--- src/inc/sfs_pkg.sv ---
// shared constants and types for the flash erase/program sequencer
package sfs_pkg;
	// ----------------------------------------------------------------
	// command opcodes
	// ----------------------------------------------------------------
	localparam logic [7:0] OPC_WRITE_EN = 8'h06; // write_enable_cmd
	localparam logic [7:0] OPC_BLK64 = 8'hD8; // erase_64k_block_cmd
	localparam logic [7:0] OPC_CHIP_A = 8'h60; // chip erase, first code
	localparam logic [7:0] OPC_CHIP_B = 8'hC7; // chip erase, second code
	localparam logic [7:0] OPC_PROG_1 = 8'h02; // program_page_single_cmd
	localparam logic [7:0] OPC_PROG_2 = 8'hA2; // program_page_dual_cmd
	localparam logic [7:0] OPC_PROG_4 = 8'h32; // program_page_quad_cmd
	// ----------------------------------------------------------------
	// widths, counts and array geometry
	// ----------------------------------------------------------------
	localparam int ADDR_W = 24; // flash byte address
	localparam int LOAD_W = 16; // {page offset, data byte}
	localparam int LOAD_DEPTH = 4; // words in the load fifo
	localparam logic [3:0] BYTE_BITS = 4'h8; // bits per byte
	localparam logic [3:0] LANE_1 = 4'h1; // bits per clock, single
	localparam logic [3:0] LANE_2 = 4'h2; // bits per clock, dual
	localparam logic [3:0] LANE_4 = 4'h4; // bits per clock, quad
	localparam logic [1:0] ADDR_BYTES = 2'h3; // address length
	localparam logic [8:0] ARRAY_BLOCKS = 9'h020; // 64K blocks in array
	localparam logic [7:0] PAGE_LAST = 8'hFF; // last offset in a page
	localparam logic [4:0] BP_NONE = 5'h00; // no-protection setting
	// ----------------------------------------------------------------
	// array operations and sequencer states
	// ----------------------------------------------------------------
	typedef enum logic [1:0] {
		OP_BLOCK = 2'h0, // erase one 64K block
		OP_CHIP = 2'h1, // erase whole array
		OP_PROG = 2'h2 // program staged page
	} sfs_op_type;
	typedef enum logic [2:0] {
		ST_IDLE = 3'h0,
		ST_CMD = 3'h1,
		ST_ADDR = 3'h3,
		ST_DATA = 3'h2,
		ST_LAUNCH = 3'h6,
		ST_BUSY = 3'h7,
		ST_IGNORE = 3'h4
	} sfs_state_type;
endpackage : sfs_pkg

--- src/design/sfs_fifo.sv ---
// small parameterised fifo with registered outputs
`timescale 1ns/1ps
module sfs_fifo #(
	parameter int WIDTH = 16,
	parameter int DEPTH = 4
) (
	input wire logic clk_sys,
	input wire logic rstn,
	input wire logic in_valid,
	output logic in_ready,
	input wire logic [WIDTH-1:0] in_data,
	output logic out_valid,
	input wire logic out_ready,
	output logic [WIDTH-1:0] out_data
);
	localparam int PW = (DEPTH > 1) ? $clog2(DEPTH) : 1;
	localparam int CW = $clog2(DEPTH + 1);
	localparam logic [CW-1:0] FULL_CNT = CW'(DEPTH);
	localparam logic [PW-1:0] LAST_PTR = PW'(DEPTH - 1);
	// ----------------------------------------------------------------
	// storage and pointers
	// ----------------------------------------------------------------
	logic [WIDTH-1:0] mem_r [DEPTH]; // word slots
	logic [PW-1:0] wr_ptr_r; // next slot to fill
	logic [PW-1:0] rd_ptr_r; // slot shown at output
	logic [CW-1:0] cnt_r; // words held
	wire push = in_valid & in_ready; // accepted write
	wire pop = out_valid & out_ready; // accepted read
	wire [PW-1:0] wr_ptr_nxt = (wr_ptr_r == LAST_PTR) ? '0 : wr_ptr_r + 1'b1;
	wire [PW-1:0] rd_ptr_nxt = !pop ? rd_ptr_r : (rd_ptr_r == LAST_PTR) ? '0 : rd_ptr_r + 1'b1;
	wire [CW-1:0] cnt_nxt = cnt_r + CW'(push) - CW'(pop);
	// a word written into the slot about to be shown bypasses the array
	wire [WIDTH-1:0] head_nxt = (push && wr_ptr_r == rd_ptr_nxt) ? in_data : mem_r[rd_ptr_nxt];
	// ----------------------------------------------------------------
	// control registers
	// ----------------------------------------------------------------
	// ready and valid are registered so the ports come from flops
	always_ff @(posedge clk_sys or negedge rstn) begin
		if (!rstn) begin
			wr_ptr_r <= '0;
			rd_ptr_r <= '0;
			cnt_r <= '0;
			in_ready <= 1'b1;
			out_valid <= 1'b0;
			out_data <= '0;
		end else begin
			wr_ptr_r <= push ? wr_ptr_nxt : wr_ptr_r;
			rd_ptr_r <= rd_ptr_nxt;
			cnt_r <= cnt_nxt;
			in_ready <= (cnt_nxt != FULL_CNT);
			out_valid <= (cnt_nxt != '0);
			out_data <= head_nxt;
		end
	end
	// data slots carry no reset
	always_ff @(posedge clk_sys) begin
		if (push) begin
			mem_r[wr_ptr_r] <= in_data;
		end
	end
endmodule : sfs_fifo

--- src/design/sfs_seq.sv ---
// erase and page program command sequencer for a serial nor flash
`timescale 1ns/1ps
module sfs_seq import sfs_pkg::*; (
	input wire logic clk_sys,
	input wire logic rstn,
	input wire logic sclk,
	input wire logic cs_n,
	input wire logic [3:0] io_lines,
	input wire logic [4:0] block_protect_bits,
	input wire logic quad_enable_bit,
	input wire logic arr_done,
	input wire logic arr_ld_ready,
	output logic arr_ld_valid,
	output logic [LOAD_W-1:0] arr_ld_data,
	output logic load_ready,
	output logic arr_start_r,
	output logic arr_abort_r,
	output sfs_op_type arr_op_r,
	output logic [ADDR_W-1:0] arr_addr_r,
	output logic write_enable_latch,
	output logic write_in_progress,
	output logic cmd_reject_r
);
	// ----------------------------------------------------------------
	// pin synchronisers
	// ----------------------------------------------------------------
	logic sclk_s1, sclk_s2, sclk_s3; // serial clock stages
	logic cs_s1, cs_s2, cs_s3; // chip select stages
	logic [3:0] io_s1, io_s2; // data line stages
	// third stages only feed the edge detectors
	always_ff @(posedge clk_sys or negedge rstn) begin
		if (!rstn) begin
			{sclk_s1, sclk_s2, sclk_s3} <= 3'h0;
			{cs_s1, cs_s2, cs_s3} <= 3'h7;
			io_s1 <= 4'h0;
			io_s2 <= 4'h0;
		end else begin
			{sclk_s1, sclk_s2, sclk_s3} <= {sclk, sclk_s1, sclk_s2};
			{cs_s1, cs_s2, cs_s3} <= {cs_n, cs_s1, cs_s2};
			io_s1 <= io_lines;
			io_s2 <= io_s1;
		end
	end
	wire sclk_rise = sclk_s2 & ~sclk_s3; // sample point
	wire cs_rise = cs_s2 & ~cs_s3; // deselect
	wire cs_fall = ~cs_s2 & cs_s3; // select
	wire cs_low = ~cs_s2; // frame active
	// ----------------------------------------------------------------
	// sequencer registers
	// ----------------------------------------------------------------
	sfs_state_type state_r, state_nxt; // sequencer state
	sfs_op_type kind_r, kind_nxt; // operation being collected
	logic [7:0] shift_r, shift_nxt; // byte being shifted in
	logic [3:0] bits_r, bits_nxt; // bits of current byte
	logic [3:0] lanes_r, lanes_nxt; // bits taken per clock
	logic [1:0] abytes_r, abytes_nxt; // address bytes taken
	logic [ADDR_W-1:0] addr_r, addr_nxt; // collected address
	logic [7:0] offset_r, offset_nxt; // page offset of next byte
	logic got_data_r, got_data_nxt; // at least one byte loaded
	logic bad_r, bad_nxt; // frame already spoilt
	logic go_r, go_nxt; // launch (1) or abort (0)
	logic latch_nxt, busy_nxt; // status next values
	logic start_nxt, abort_nxt, reject_nxt; // one-cycle outputs
	logic push_r, push_nxt; // load word toward fifo
	logic [LOAD_W-1:0] push_data_r, push_data_nxt; // load word contents
	logic fifo_in_ready; // fifo room, registered there
	// ----------------------------------------------------------------
	// decoding
	// ----------------------------------------------------------------
	// msb first on every lane width
	wire [7:0] shift_1 = {shift_r[6:0], io_s2[0]};
	wire [7:0] shift_2 = {shift_r[5:0], io_s2[1:0]};
	wire [7:0] shift_4 = {shift_r[3:0], io_s2[3:0]};
	wire [7:0] shift_in = (lanes_r == LANE_4) ? shift_4 : (lanes_r == LANE_2) ? shift_2 : shift_1;
	wire [3:0] bits_sum = bits_r + lanes_r;
	wire byte_done = (bits_sum == BYTE_BITS);
	wire is_write_en = (shift_in == OPC_WRITE_EN);
	wire is_blk = (shift_in == OPC_BLK64);
	wire is_chip = (shift_in == OPC_CHIP_A) || (shift_in == OPC_CHIP_B);
	wire is_p1 = (shift_in == OPC_PROG_1);
	wire is_p2 = (shift_in == OPC_PROG_2);
	wire is_p4 = (shift_in == OPC_PROG_4);
	// quad program also needs the quad enable bit
	wire is_prog = is_p1 || is_p2 || (is_p4 && quad_enable_bit); // dual rides this path
	wire [3:0] data_lanes = is_p4 ? LANE_4 : is_p2 ? LANE_2 : LANE_1;
	// protection: top 2^(level-1) blocks guarded; upper two bits unused here
	wire [2:0] bp_lvl = block_protect_bits[2:0];
	wire [8:0] prot_span = (bp_lvl == 3'h0) ? 9'h000 : (9'h001 << (bp_lvl - 3'h1));
	wire [9:0] blk_reach = {2'h0, addr_r[23:16]} + {1'b0, prot_span};
	wire region_prot = (prot_span != 9'h000) && (blk_reach >= {1'b0, ARRAY_BLOCKS});
	wire prot_none = (block_protect_bits == BP_NONE);
	// chip erase needs every protect bit off
	wire op_blocked = (kind_r == OP_CHIP) ? !prot_none : region_prot;
	// deselect must land on a byte edge with nothing spoilt
	wire frame_ok = !bad_r && (bits_r == 4'h0) && ((kind_r != OP_PROG) || got_data_r);
	wire fifo_drained = !push_r && !arr_ld_valid;
	// ----------------------------------------------------------------
	// next-state logic
	// ----------------------------------------------------------------
	always_comb begin
		state_nxt = state_r;
		kind_nxt = kind_r;
		shift_nxt = shift_r;
		bits_nxt = bits_r;
		lanes_nxt = lanes_r;
		abytes_nxt = abytes_r;
		addr_nxt = addr_r;
		offset_nxt = offset_r;
		got_data_nxt = got_data_r;
		bad_nxt = bad_r;
		go_nxt = go_r;
		latch_nxt = write_enable_latch;
		busy_nxt = write_in_progress;
		start_nxt = 1'b0;
		abort_nxt = 1'b0;
		reject_nxt = 1'b0;
		push_nxt = 1'b0;
		push_data_nxt = push_data_r;
		case (state_r)
			// wait for select; frames during a busy cycle never reach here
			ST_IDLE: begin
				if (cs_fall) begin
					state_nxt = ST_CMD;
					bits_nxt = 4'h0;
					lanes_nxt = LANE_1;
					abytes_nxt = 2'h0;
					got_data_nxt = 1'b0;
					bad_nxt = 1'b0;
				end
			end
			// opcode on line zero
			ST_CMD: begin
				if (cs_rise) begin
					state_nxt = ST_IDLE;
				end else if (sclk_rise) begin
					shift_nxt = shift_in;
					bits_nxt = byte_done ? 4'h0 : bits_sum;
					if (byte_done) begin
						state_nxt = ST_IGNORE;
						if (is_write_en) begin
							latch_nxt = 1'b1;
						end else if (!write_enable_latch) begin
							// latch clear: command dropped
							reject_nxt = is_blk || is_chip || is_prog || is_p4;
						end else if (is_blk) begin
							state_nxt = ST_ADDR;
							kind_nxt = OP_BLOCK;
						end else if (is_chip) begin
							// nothing may follow the opcode
							state_nxt = ST_DATA;
							kind_nxt = OP_CHIP;
						end else if (is_prog) begin
							state_nxt = ST_ADDR;
							kind_nxt = OP_PROG;
							lanes_nxt = data_lanes;
						end else if (is_p4) begin
							// quad enable clear: refused like any bad program
							reject_nxt = 1'b1;
						end
					end
				end
			end
			// three address bytes, high byte first, always on line zero
			ST_ADDR: begin
				if (cs_rise) begin
					state_nxt = ST_IDLE;
					reject_nxt = 1'b1;
				end else if (sclk_rise) begin
					shift_nxt = shift_1;
					bits_nxt = (bits_r + LANE_1 == BYTE_BITS) ? 4'h0 : bits_r + LANE_1;
					if (bits_r + LANE_1 == BYTE_BITS) begin
						addr_nxt = {addr_r[15:0], shift_1};
						abytes_nxt = abytes_r + 2'h1;
						if (abytes_r + 2'h1 == ADDR_BYTES) begin
							state_nxt = ST_DATA;
							offset_nxt = shift_1; // start offset in page
						end
					end
				end
			end
			// data bytes for program; any clock after an erase spoils it
			ST_DATA: begin
				if (cs_rise) begin
					state_nxt = ST_LAUNCH;
					go_nxt = frame_ok && !op_blocked;
					busy_nxt = frame_ok && !op_blocked;
					// protected target: cycle skipped but latch still drops
					latch_nxt = !(frame_ok && op_blocked) && write_enable_latch;
					reject_nxt = !frame_ok || op_blocked;
				end else if (sclk_rise) begin
					if (kind_r != OP_PROG) begin
						bad_nxt = 1'b1;
					end else begin
						shift_nxt = shift_in;
						bits_nxt = byte_done ? 4'h0 : bits_sum;
						if (byte_done) begin
							push_nxt = 1'b1;
							push_data_nxt = {offset_r, shift_in};
							offset_nxt = offset_r + 8'h01; // wraps in page
							got_data_nxt = 1'b1;
							bad_nxt = bad_r || !fifo_in_ready; // overrun spoils frame
						end
					end
				end
			end
			// let the loads drain before commit or discard
			ST_LAUNCH: begin
				if (fifo_drained) begin
					state_nxt = go_r ? ST_BUSY : ST_IDLE;
					start_nxt = go_r;
					abort_nxt = !go_r;
				end
			end
			// self-timed cycle runs in the array
			ST_BUSY: begin
				if (arr_done) begin
					state_nxt = ST_IDLE;
					busy_nxt = 1'b0;
					latch_nxt = 1'b0;
				end
			end
			// rest of an unused or refused frame
			ST_IGNORE: begin
				if (cs_rise) begin
					state_nxt = ST_IDLE;
				end
			end
			default: begin
				state_nxt = ST_IDLE;
			end
		endcase
	end
	// ----------------------------------------------------------------
	// state and output registers
	// ----------------------------------------------------------------
	always_ff @(posedge clk_sys or negedge rstn) begin
		if (!rstn) begin
			state_r <= ST_IDLE;
			kind_r <= OP_BLOCK;
			shift_r <= 8'h00;
			bits_r <= 4'h0;
			lanes_r <= LANE_1;
			abytes_r <= 2'h0;
			addr_r <= '0;
			offset_r <= 8'h00;
			got_data_r <= 1'b0;
			bad_r <= 1'b0;
			go_r <= 1'b0;
			write_enable_latch <= 1'b0;
			write_in_progress <= 1'b0;
			arr_start_r <= 1'b0;
			arr_abort_r <= 1'b0;
			cmd_reject_r <= 1'b0;
			push_r <= 1'b0;
			push_data_r <= '0;
		end else begin
			state_r <= state_nxt;
			kind_r <= kind_nxt;
			shift_r <= shift_nxt;
			bits_r <= bits_nxt;
			lanes_r <= lanes_nxt;
			abytes_r <= abytes_nxt;
			addr_r <= addr_nxt;
			offset_r <= offset_nxt;
			got_data_r <= got_data_nxt;
			bad_r <= bad_nxt;
			go_r <= go_nxt;
			write_enable_latch <= latch_nxt;
			write_in_progress <= busy_nxt;
			arr_start_r <= start_nxt;
			arr_abort_r <= abort_nxt;
			cmd_reject_r <= reject_nxt;
			push_r <= push_nxt;
			push_data_r <= push_data_nxt;
		end
	end
	// operation and address held for the array, any block address valid
	always_ff @(posedge clk_sys or negedge rstn) begin
		if (!rstn) begin
			arr_op_r <= OP_BLOCK;
			arr_addr_r <= '0;
		end else if (start_nxt) begin
			arr_op_r <= kind_r;
			arr_addr_r <= addr_r;
		end
	end
	assign load_ready = fifo_in_ready;
	// ----------------------------------------------------------------
	// load fifo toward the page staging buffer
	// ----------------------------------------------------------------
	// later bytes to the same offset overwrite earlier ones
	sfs_fifo #(.WIDTH(LOAD_W), .DEPTH(LOAD_DEPTH)) u_load (
		.clk_sys(clk_sys),
		.rstn(rstn),
		.in_valid(push_r),
		.in_ready(fifo_in_ready),
		.in_data(push_data_r),
		.out_valid(arr_ld_valid),
		.out_ready(arr_ld_ready),
		.out_data(arr_ld_data)
	);
endmodule : sfs_seq

--- config.mk ---
export PLATFORM = sky130hd
export DESIGN_NAME = sfs_seq
export DESIGN_NICKNAME = d
export VERILOG_FILES = /design/src/inc/sfs_pkg.sv /design/src/design/sfs_fifo.sv /design/src/design/sfs_seq.sv
export SDC_FILE = /design/constraint.sdc
export NUM_CORES = 1
export LEC_CHECK = 0
export ABC_AREA = 1
export BUFFER_PORTS_ARGS = -buffer_cell sky130_fd_sc_hd__buf_2
export CORE_ASPECT_RATIO = 1.75
export CORE_UTILIZATION = 52
export DETAILED_ROUTE_END_ITERATION = 6
export PLACE_DENSITY_LB_ADDON = 0.3
export SYNTH_ARGS = -nofsm -noshare
export SYNTH_HDL_FRONTEND = slang
export SYNTH_SLANG_ARGS = --single-unit
--- constraint.sdc ---
create_clock -name clk_sys -period 2.35 [get_ports clk_sys]
set_clock_uncertainty 0.05 [all_clocks]
set_input_delay 0.3525 -clock clk_sys [delete_from_list [all_inputs] [get_ports clk_sys]]
set_output_delay 0.3525 -clock clk_sys [all_outputs]
set_load 0.01 [all_outputs]
==> results.toml, run 1 <==
[placement]
portBuffers = 64
postPlaceCellArea_sq_um = 10300
gp_congestion = 0.976
dp_hpwl_mm = 15.5
dpl.cell_count = 1285

[sta]
maxSlewHeadroom_pct = 61.6
tightest_slew_ns = 0.575
rsz0062_at_grt = "yes"
max_freq_ghz = 0.429
slew_violations = 0
min_period_over_period_pct = 99.2
final_hold_viol_count = 0
setup_violations = 0
fin_crit_ns = 2.33

[logic_synthesis]
synth.top_cells.by_area = "dfrtp_1 (37%), edfxtp_1 (20%), nand2_1 (7.6%)"
ys_warn_count = 0
synth_cells = 978
yosysUniqueCellTypes = 51
synth_compound_area_share_pct = 11.1
synth-seq-cells = 207
synth_flop_cell = "dfrtp_1"
avgSynthCellArea_sq_um = 9.60
synth_xor_xnor_area_share_pct = 0.826
synth-seq-area-share_pct = 58.6
synthAdderAreaFrac_pct = 3.70
syn_area_sq_um = 9390
synth-simple-area-share_pct = 17.7
synth_top_cell_by_area = "dfrtp_1"
synth_top_family_by_area = "simple AND/OR/NAND/NOR gates"
synth_edf_count = 64
synthArstFlopShare_pct = 69.1
synth_top_cell_area_share_pct = 36.8
muxShareOfSynthArea_pct = 1.64
syn_nets = 1020

[floorplan]
core_sq_um = 17500
die_w_um = 104
start_util_pct = 53.5
die_y_um = 180
row_count = 64
ios = 65
dieArea_sq_um = 18600

[routing]
drtPass1Iterations = 5
wirelength_mm = 22.2
wl_per_cell_um = 16.6
vias = 7182
drt_iter0_drc = 420
drtAntennaViolNets = 0
drcViolationCount = 0
post_drt_via_cell_ratio = 5.34

[min_path]
hold_class = "primary input to flop"
min_to = "u_load.rd_ptr_r[0]"
hold_start = "arr_ld_ready"
min_path_cells = 4

[pwr]
leakage_nw = 5.12
powerDensity_nw_per_um2 = 928
ir_worst_vdd_mv = 0.816

[final_layout]
area_delta_synth_final_pct = 22.2
layout-drive-gt1-share_pct = 24.2
diodes = 0
layout.nets = 1141
instances_no_fill = 1344
final_area_sq_um = 11500

[clock_tree]
cts_tree = "yes"
clk_pin_slew_ns = 0.07
clockRootBuffer = "clkbuf_16"
htree_levels = 1
cts_buffer_depth = 3
clock_latency_ns = 0.50
numCtsBuffers = 20
clkSinkCount = 207

[global_routing]
grt_max_degree = 63
antenna_found_initial = 0
grt.overflow.total = 0
grt_pass1_vias = 6892
grt_util_all_layers_pct = 23.7
grt_first_pass_wirelength_mm = 34.8

[critical_path]
reg2reg_depth = 10
critPathCaptureType = "flop"
crit_type = "flop to flop"
rrSetupSlack_ns = 0.02
cp.arrival_ns = 2.68
critPathLaunchType = "flop"
worstPathMaxFanout = 8
crit_required_ns = 2.70
r2r_start = "lanes_r[0]"
r2r_end = "offset_r[6]"

[job]
max_cap_violations = 0

[outcome]
status = "finished clean"
## how the worst max path moves through the flow
| stage | start | end | slack (ns) | depth (start not counted) |
|---|---|---|---|---|
| global route | lanes_r[0] | kind_r[0] | -0.1 | 14 |
| CTS | lanes_r[0] | push_data_r[12] | -0.02 | 9 |
| global placement | lanes_r[0] | state_r[2] | -0.01 | 17 |
| finish | lanes_r[0] | offset_r[6] | 0.02 | 10 |
| floorplan | lanes_r[0] | offset_r[3] | 0.03 | 11 |
| detailed placement | lanes_r[0] | state_r[1] | -0.05 | 13 |
## power by group
part	internal (mW)	switching [mW]	total (mW)	leakage [nW]
logic	1.13	2.02	3.15	2.49
registers	4.01	0.218	4.23	2.30
clock network	1.88	1.38	3.27	0.329
## routing by layer
layer / vias up / track usage (%) / routed length [um]
met5: - / 0 / 0
met4: 0 / 11.8 / 997
met3: 58 / 2.57 / 688
met2: 190 / 44.1 / 12200
met1: 3455 / 26.5 / 8340
li1: 3479 / - / -
## registers in the layout (all words and copies together) (netlist names), 2 cells and up
| register | flops |
|---|---|
| u_load.out_data | 16 |
| offset_r | 8 |
| arr_op_r | 2 |
| u_load.wr_ptr_r | 2 |
| arr_addr_r | 24 |
| u_load.mem_r | 64 |
| push_data_r | 16 |
| abytes_r | 2 |
| kind_r | 2 |
| u_load.rd_ptr_r | 2 |
| shift_r | 7 |
| io_s2 | 4 |
| bits_r | 4 |
| addr_r | 24 |
| lanes_r | 3 |
| state_r | 3 |
| io_s1 | 4 |
| u_load.cnt_r | 3 |
## synthesized netlist by cell type (11+ instances only)
library cell and instances:
nor2_1 101, o22ai_1 19, nand4_1 12, ha_1 23
edfxtp_1 64, nand2_1 189, inv_2 16, clkbuf_1 16
nand3_1 35, a21oi_1 34, o21ai_1 20, inv_1 105
mux2_2 11, dfrtp_1 138, o21ai_0 112
## stage by stage
step                power (mW)  setup TNS [ns]  hold WS [ns]  util, %  setup slack (ns)
finish                    10.6               0         0.187     65.4            0.0185
global route              11.2          -0.659         0.231     65.4           -0.0985
CTS                       10.4         -0.0487         0.221     63.0           -0.0192
detailed placement        7.12          -0.489         0.170     58.6           -0.0544
global placement          7.05         -0.0147         0.165     58.6           -0.0116
floorplan                 6.07               0       0.00691        -            0.0270
## worst max-delay path, cell delays in order, from the launching register on
cell     delay (ns)
dfstp_2        0.56
ha_4           0.14
inv_2          0.03
fa_2           0.54
nand4_2        0.12
or2_1          0.26
nand2_2        0.10
nand3_4        0.10
buf_12         0.16
o21ai_2        0.12
inv_1          0.06
## final cells by class
cell class | count | area (sq um)
Clock buffer | 29 | 587
Clock inverter | 7 | 88.8
Fill cell | 1368 | 6060
Inverter | 122 | 467
Multi-Input combinational cell | 621 | 3540
Sequential cell | 207 | 5510
Tap cell | 231 | 289
Timing Repair Buffer | 127 | 992
## cell families (layout without fill, tap and decap cells)
kind of cell             Yosys count  in the layout
buffers and inverters            151            285
AND/OR/NAND/NOR                  375            376
multiplexers                      13             13
flip-flops                       207            207
other                              1              1
AO/OA/AOI/OAI                    197            197
XOR/XNOR                           8              8
adder cells (fa/ha/maj)           26             26
## what timing repair did
| action | CTS | global route |
|---|---|---|
| pin swaps | 3 | 17 |
| cloned | 0 | 4 |
| gates resized for setup | 7 | 82 |
| hold buffers | 7 | 0 |
| endpoints found under the setup margin | 22 | 34 |
| endpoints found under the hold margin | 84 | 0 |
| setup buffers | 0 | 12 |
## cell usage in the layout, fill, tap and decap left out, drive strengths merged, types with 2 or more instances in the layout
cell type / netlist / layout
nand2: 196 / 196
dfrtp: 138 / 138
o21ai: 134 / 134
inv: 122 / 123
buf: 13 / 117
nor2: 108 / 108
edfxtp: 64 / 64
nand3: 41 / 42
a21oi: 34 / 34
clkbuf: 16 / 32
ha: 23 / 23
o22ai: 19 / 19
nand4: 13 / 13
mux2: 13 / 13
nor3: 8 / 8
dlygate4sd3: 0 / 7
dfstp: 5 / 5
or2: 5 / 5
xnor2: 4 / 4
xor2: 4 / 4
clkinv: 0 / 4
o21bai: 3 / 3
fa: 3 / 3
o31ai: 2 / 2
nor4: 2 / 2
No activity file was read; power rests on OpenSTA's default activity.
==> inputs of run 2 (changes only) <==
ABC_AREA = 0   (was 1)
PLACE_DENSITY = 0.83   (was unset)
PLACE_DENSITY_LB_ADDON = unset   (was 0.3)
==> run 2 against run 1 <==
Effect of this change:
- the run now ends with negative setup slack left
- first-iteration DRC count rose by 21%
- non-clock buffer count rose by 60
- register-to-register slack got worse by 0.24 ns
- hold slack improved by 0.11 ns
- synthesized area rose by 0.36%
- core utilization rose by 2.2 points
- largest cell class unchanged
- highest routed layer unchanged
==> results.toml, run 2 <==
[logic_synthesis]
synth.top_cells.by_area = "dfrtp_1 (37%), edfxtp_1 (20%), nand2_1 (10%)"
synth_edf_count = 64
synth_top_cell_by_area = "dfrtp_1"
synth_flop_cell = "dfrtp_1"
yosysUniqueCellTypes = 71
synth-seq-cells = 207
avgSynthCellArea_sq_um = 10.4
syn_nets = 945
synth_most_common_cell = "nand2_1"
synthArstFlopShare_pct = 69.1
synth_cells = 903
ys_warn_count = 0
synth-seq-area-share_pct = 58.4
synth_top_cell_area_share_pct = 36.6
yosys-top-cells-count = "nand2_1 (253), dfrtp_1 (138), edfxtp_1 (64)"
syn_area_sq_um = 9420

[global_routing]
grt_util_all_layers_pct = 25.7
grt_max_degree = 54
antenna_found_initial = 0
grt_first_pass_wirelength_mm = 38.2
grt.overflow.total = 0
grt_pass1_vias = 7661

[final_layout]
final_util_pct = 67.6
reg.largest.list = "u_load.mem_r x64, addr_r x24, arr_addr_r x24"
regMostFlops = "u_load.mem_r"
largest_reg_flops = 64
fillers = 1277
layout.nets = 1112
area_delta_synth_final_pct = 26.4
instances_no_fill = 1315
final_cell_mix = "nand2_1 (245), dfrtp_1 (138), buf_4 (99), edfxtp_1 (64), buf_2 (63)"
layout_commonest_cell = "nand2_1"
layout-drive-gt1-share_pct = 28.0
diodes = 0

[critical_path]
crit_required_ns = 2.67
critPathCaptureType = "flop"
critPathLaunch = "lanes_r[0]"
crit_type = "flop to flop"
r2r_start = "lanes_r[0]"
critPathLaunchType = "flop"
rrSetupSlack_ns = -0.22
cp.arrival_ns = 2.89
reg2reg_depth = 9
r2r_end = "state_r[2]"
worstPathMaxFanout = 4

[routing]
drtPass1Iterations = 5
wl_met2_mm = 13.1
wirelength_mm = 24.1
drt-met1-wl_mm = 8.24
wl_per_cell_um = 18.3
post_drt_via_cell_ratio = 5.66
vias = 7446
route.met3.wl_mm = 1.19
drcViolationCount = 0
highest_layer = "met4"
drtAntennaViolNets = 0
drt_iter0_drc = 507

[pwr]
ir_worst_vdd_mv = 0.755
leakage_nw = 5.60
powerDensity_nw_per_um2 = 935

[placement]
dp_slack_ns = -0.287
dpl.cell_count = 1247
portBuffers = 64
dp_hpwl_mm = 15.5
gp_congestion = 0.925

[sta]
fin_crit_ns = 2.57
tightest_slew_ns = 0.572
rsz0062_at_grt = "yes"
finalWorstSetupSlack_ns = -0.222
maxSlewHeadroom_pct = 61.8
setup_violations = 30
final_hold_viol_count = 0
max_freq_ghz = 0.389
slew_violations = 0
min_period_over_period_pct = 109

[job]
max_cap_violations = 0

[clock_tree]
cts_tree = "yes"
clk_pin_slew_ns = 0.07
cts_buffer_depth = 3
clockRootBuffer = "clkbuf_16"
htree_levels = 1
numCtsBuffers = 20
clock_latency_ns = 0.51
clkSinkCount = 207

[outcome]
status = "finished with violations"
violations = "negative setup slack"

[floorplan]
die_w_um = 104
start_util_pct = 53.5
ios = 65
die_y_um = 180
row_count = 64
core_sq_um = 17600
dieArea_sq_um = 18700

[min_path]
hold_class = "primary input to async pin"
-- run 2: through the flow --
stage / hold WS (ns) / area [sq um] / TNS (ns) / total power [mW]
final: 0.296 / 11900 / -3.18 / 11.1
after global routing: 0.302 / 11900 / -8.62 / 11.7
after CTS: 0.294 / 11600 / -2.93 / 11.0
after detailed placement: 0.254 / 10700 / -6.59 / 7.50
after global placement: 0.249 / 10700 / -4.20 / 7.42
after floorplan: 0.00691 / 9490 / -3.17 / 6.18
-- run 2: how the worst max path moves through the flow --
stage | endpoint | slack (ns) | cells after the start
3_5_place_dp | kind_r[0] | -0.29 | 9
5_1_grt | state_r[2] | -0.32 | 10
6_report | state_r[2] | -0.22 | 9
4_1_cts | lanes_r[1] | -0.22 | 10
3_3_place_gp | kind_r[0] | -0.24 | 9
2_1_floorplan | offset_r[7] | -0.20 | 12
-- run 2: cells by family (layout without fill, tap and decap cells) --
group	count (synthesis)	after routing	share of synthesized area, %
AOI/OAI and AO/OA	154	154	10.6
adders and majority gates	26	26	3.69
muxes	36	36	4.20
other	1	1	0.0398
and+or+nand+nor	403	403	19.0
buffers and inverters	65	246	3.03
xor gates and xnor gates	11	11	1.02
DFF	207	207	58.4
-- run 2: worst max-delay path, cell delays in order, from the launching register on --
cell     delay, ns
dfstp_2       0.56
ha_4          0.14
inv_2         0.03
fa_2          0.53
and3_4        0.20
nand2_4       0.07
o31a_1        0.32
nor3_4        0.25
mux2i_1       0.22
o31ai_1       0.09
-- run 2: layer usage --
| metal | vias to the layer above | track usage [%] |
|---|---|---|
| met5 | - | 0 |
| met3 | 97 | 3.40 |
| met2 | 287 | 47.7 |
| met1 | 3615 | 27.5 |
| li1 | 3447 | - |
| met4 | 0 | 15.6 |
-- run 2: layout make-up --
cell class | count | area [sq um] | area share [%]
clock inverters | 11 | 156 | 1.31
flip-flops and latches | 207 | 5510 | 46.2
repair buffers | 187 | 1410 | 11.9
multi-input cells | 631 | 3930 | 33.0
well taps | 231 | 289 | 2.43
clock buffers | 25 | 529 | 4.44
inverters | 23 | 86.3 | 0.725
-- run 2: repair_timing --
item / 4_1_cts / 5_1_grt
endpoints found under the hold margin: 47 / 0
pin swaps: 14 / 21
hold buffers: 7 / 0
resized for setup: 27 / 57
endpoints found under the setup margin: 41 / 66
gates cloned: 4 / 2
buffers inserted: 7 / 13
-- run 2: power by group --
group	switching, mW	internal, mW	total (mW)
Sequential	0.310	4.00	4.31
Clock	1.40	1.96	3.36
Combinational	2.00	1.47	3.47
Total	3.72	7.42	11.1
==> inputs of run 3 (changes only) <==
SETUP_SLACK_MARGIN = 0.05   (was unset)
==> run 3 against run 2 <==
Effect of this change:
- the run still ends with negative setup slack left
- largest cell class unchanged
- final cell count is 0.91% lower
- combinational power increased by 5%
- clock-buffer cell count is 3 lower
- largest power group unchanged
- critical path type unchanged
- setup slack lost 0.0064 ns
- global-route usage rose by 0.20 points
==> results.toml, run 3 (synthesis results as in run 2) <==
[routing]
vias = 7539
drt_iter0_drc = 713
drtPass1Iterations = 7
highest_layer = "met4"
drcViolationCount = 0
route.met3.wl_mm = 1.14
wl_met2_mm = 12.8
post_drt_via_cell_ratio = 5.79
drtAntennaViolNets = 0
wirelength_mm = 23.7
drt-met1-wl_mm = 8.34
wl_per_cell_um = 18.2

[global_routing]
grt.overflow.total = 0
antenna_found_initial = 0
grt_pass1_vias = 7680
grt_first_pass_wirelength_mm = 38.4
grt_util_all_layers_pct = 25.9
grt_max_degree = 53

[sta]
final_hold_viol_count = 0
min_period_over_period_pct = 110
slew_violations = 0
fin_crit_ns = 2.58
maxSlewHeadroom_pct = 54.9
finalWorstSetupSlack_ns = -0.228
max_freq_ghz = 0.388
setup_violations = 33
rsz0062_at_grt = "yes"
tightest_slew_ns = 0.673

[floorplan]
row_count = 64
dieArea_sq_um = 18700
die_w_um = 104
ios = 65
die_y_um = 180
start_util_pct = 53.5
core_sq_um = 17600

[pwr]
pwr-share-comb_pct = 32.8
intPower_mw = 7.48
p_sw_mw = 3.69
powerDensity_nw_per_um2 = 943
power_frac_seq_pct = 38.3
p_clk_share_pct = 29.0
ir_worst_vdd_mv = 0.739
leakage_nw = 5.54
p_sw_share_pct = 33.1

[critical_path]
cp.arrival_ns = 2.91
critPathLaunchType = "flop"
crit_required_ns = 2.68
worstPathMaxFanout = 3
critPathCaptureType = "flop"
crit_type = "flop to flop"

[clock_tree]
clock_latency_ns = 0.50
numCtsBuffers = 19
cts_buffer_depth = 3
htree_levels = 1
clkSinkCount = 207
clockRootBuffer = "clkbuf_16"
cts_tree = "yes"
clk_pin_slew_ns = 0.07

[outcome]
status = "finished with violations"
violations = "negative setup slack"

[placement]
portBuffers = 64
postPlaceCellArea_sq_um = 10700
dp_slack_ns = -0.305
gp_congestion = 0.977
dp_hpwl_mm = 15.3

[min_path]
hold_class = "flop to flop"

[final_layout]
layout.nets = 1101
layout-drive-gt1-share_pct = 27.4
largest_reg_flops = 64
regMostFlops = "u_load.mem_r"
layout_commonest_cell = "nand2_1"
area_delta_synth_final_pct = 25.8
reg.largest.list = "u_load.mem_r x64, addr_r x24, arr_addr_r x24"
final_cell_mix = "nand2_1 (249), dfrtp_1 (138), buf_4 (89), edfxtp_1 (64), buf_2 (63)"
diodes = 0
final_area_sq_um = 11900

[job]
max_cap_violations = 0
==> run 3: worst paths after layout <==
path	startpoint	endpoint	slack, ns	cells past startpoint
worst max-delay path	lanes_r[0]	lanes_r[1]	-0.23	9
worst min-delay path	cs_s1	cs_s2	0.30	0
worst max register to register	lanes_r[0]	lanes_r[1]	-0.23	9
worst min register to register	cs_s1	cs_s2	0.30	0
max in group asynchronous	rstn	arr_addr_r[2]	1.26	3
min in group asynchronous	rstn	state_r[1]	0.34	2
==> run 3: layout make-up <==
class | instances | area, sq um
inverters | 23 | 86.3
multi-input cells | 632 | 3950
fillers | 1289 | 5760
repair buffers | 176 | 1370
clock inverters | 12 | 155
clock buffers | 22 | 497
well taps | 231 | 289
flip-flops and latches | 207 | 5510
==> run 3: repair_timing <==
| action | in CTS | in global routing |
|---|---|---|
| hold buffers | 7 | 0 |
| cloned | 4 | 0 |
| setup buffers | 7 | 10 |
| gates resized for setup | 38 | 30 |
| endpoints found under the hold margin | 51 | 0 |
| pin swaps | 15 | 16 |
| setup endpoints to repair | 62 | 65 |
==> run 3: power groups by stage <==
stage               Clock, mW  Combinational [mW]  Sequential [mW]
floorplan                   0                1.87             4.32
global placement            0                3.16             4.32
detailed placement          0                3.24             4.33
CTS                      3.27                3.37             4.26
global route             3.42                3.96             4.31
finish                   3.24                3.66             4.28
==> run 3: per-stage QoR <==
step	total power, mW	setup TNS [ns]	cells	hold WS, ns	util [%]
finish	11.2	-2.73	1303	0.298	67.3
global route	11.7	-6.63	1303	0.304	67.3
floorplan	6.18	-2.94	903	0.00691	-
CTS	10.9	-3.07	1295	0.282	66.2
detailed placement	7.56	-5.48	1243	0.287	60.6
global placement	7.48	-3.04	1243	0.284	60.6
==> run 3: layer usage <==
metal / GRT usage, % / vias to the layer above
met5: 0 / -
met4: 15.9 / 0
met3: 3.58 / 115
met2: 47.9 / 319
met1: 27.7 / 3679
li1: - / 3426
==> run 3: critical path, cell delays in order, from the launching register on <==
cell and delay, ns:
dfstp_2 0.55, ha_4 0.13, inv_2 0.04, fa_2 0.54, and3_4 0.20, nand3_2 0.07
or3_1 0.33, a211oi_2 0.27, nor2_2 0.08, a22o_1 0.22
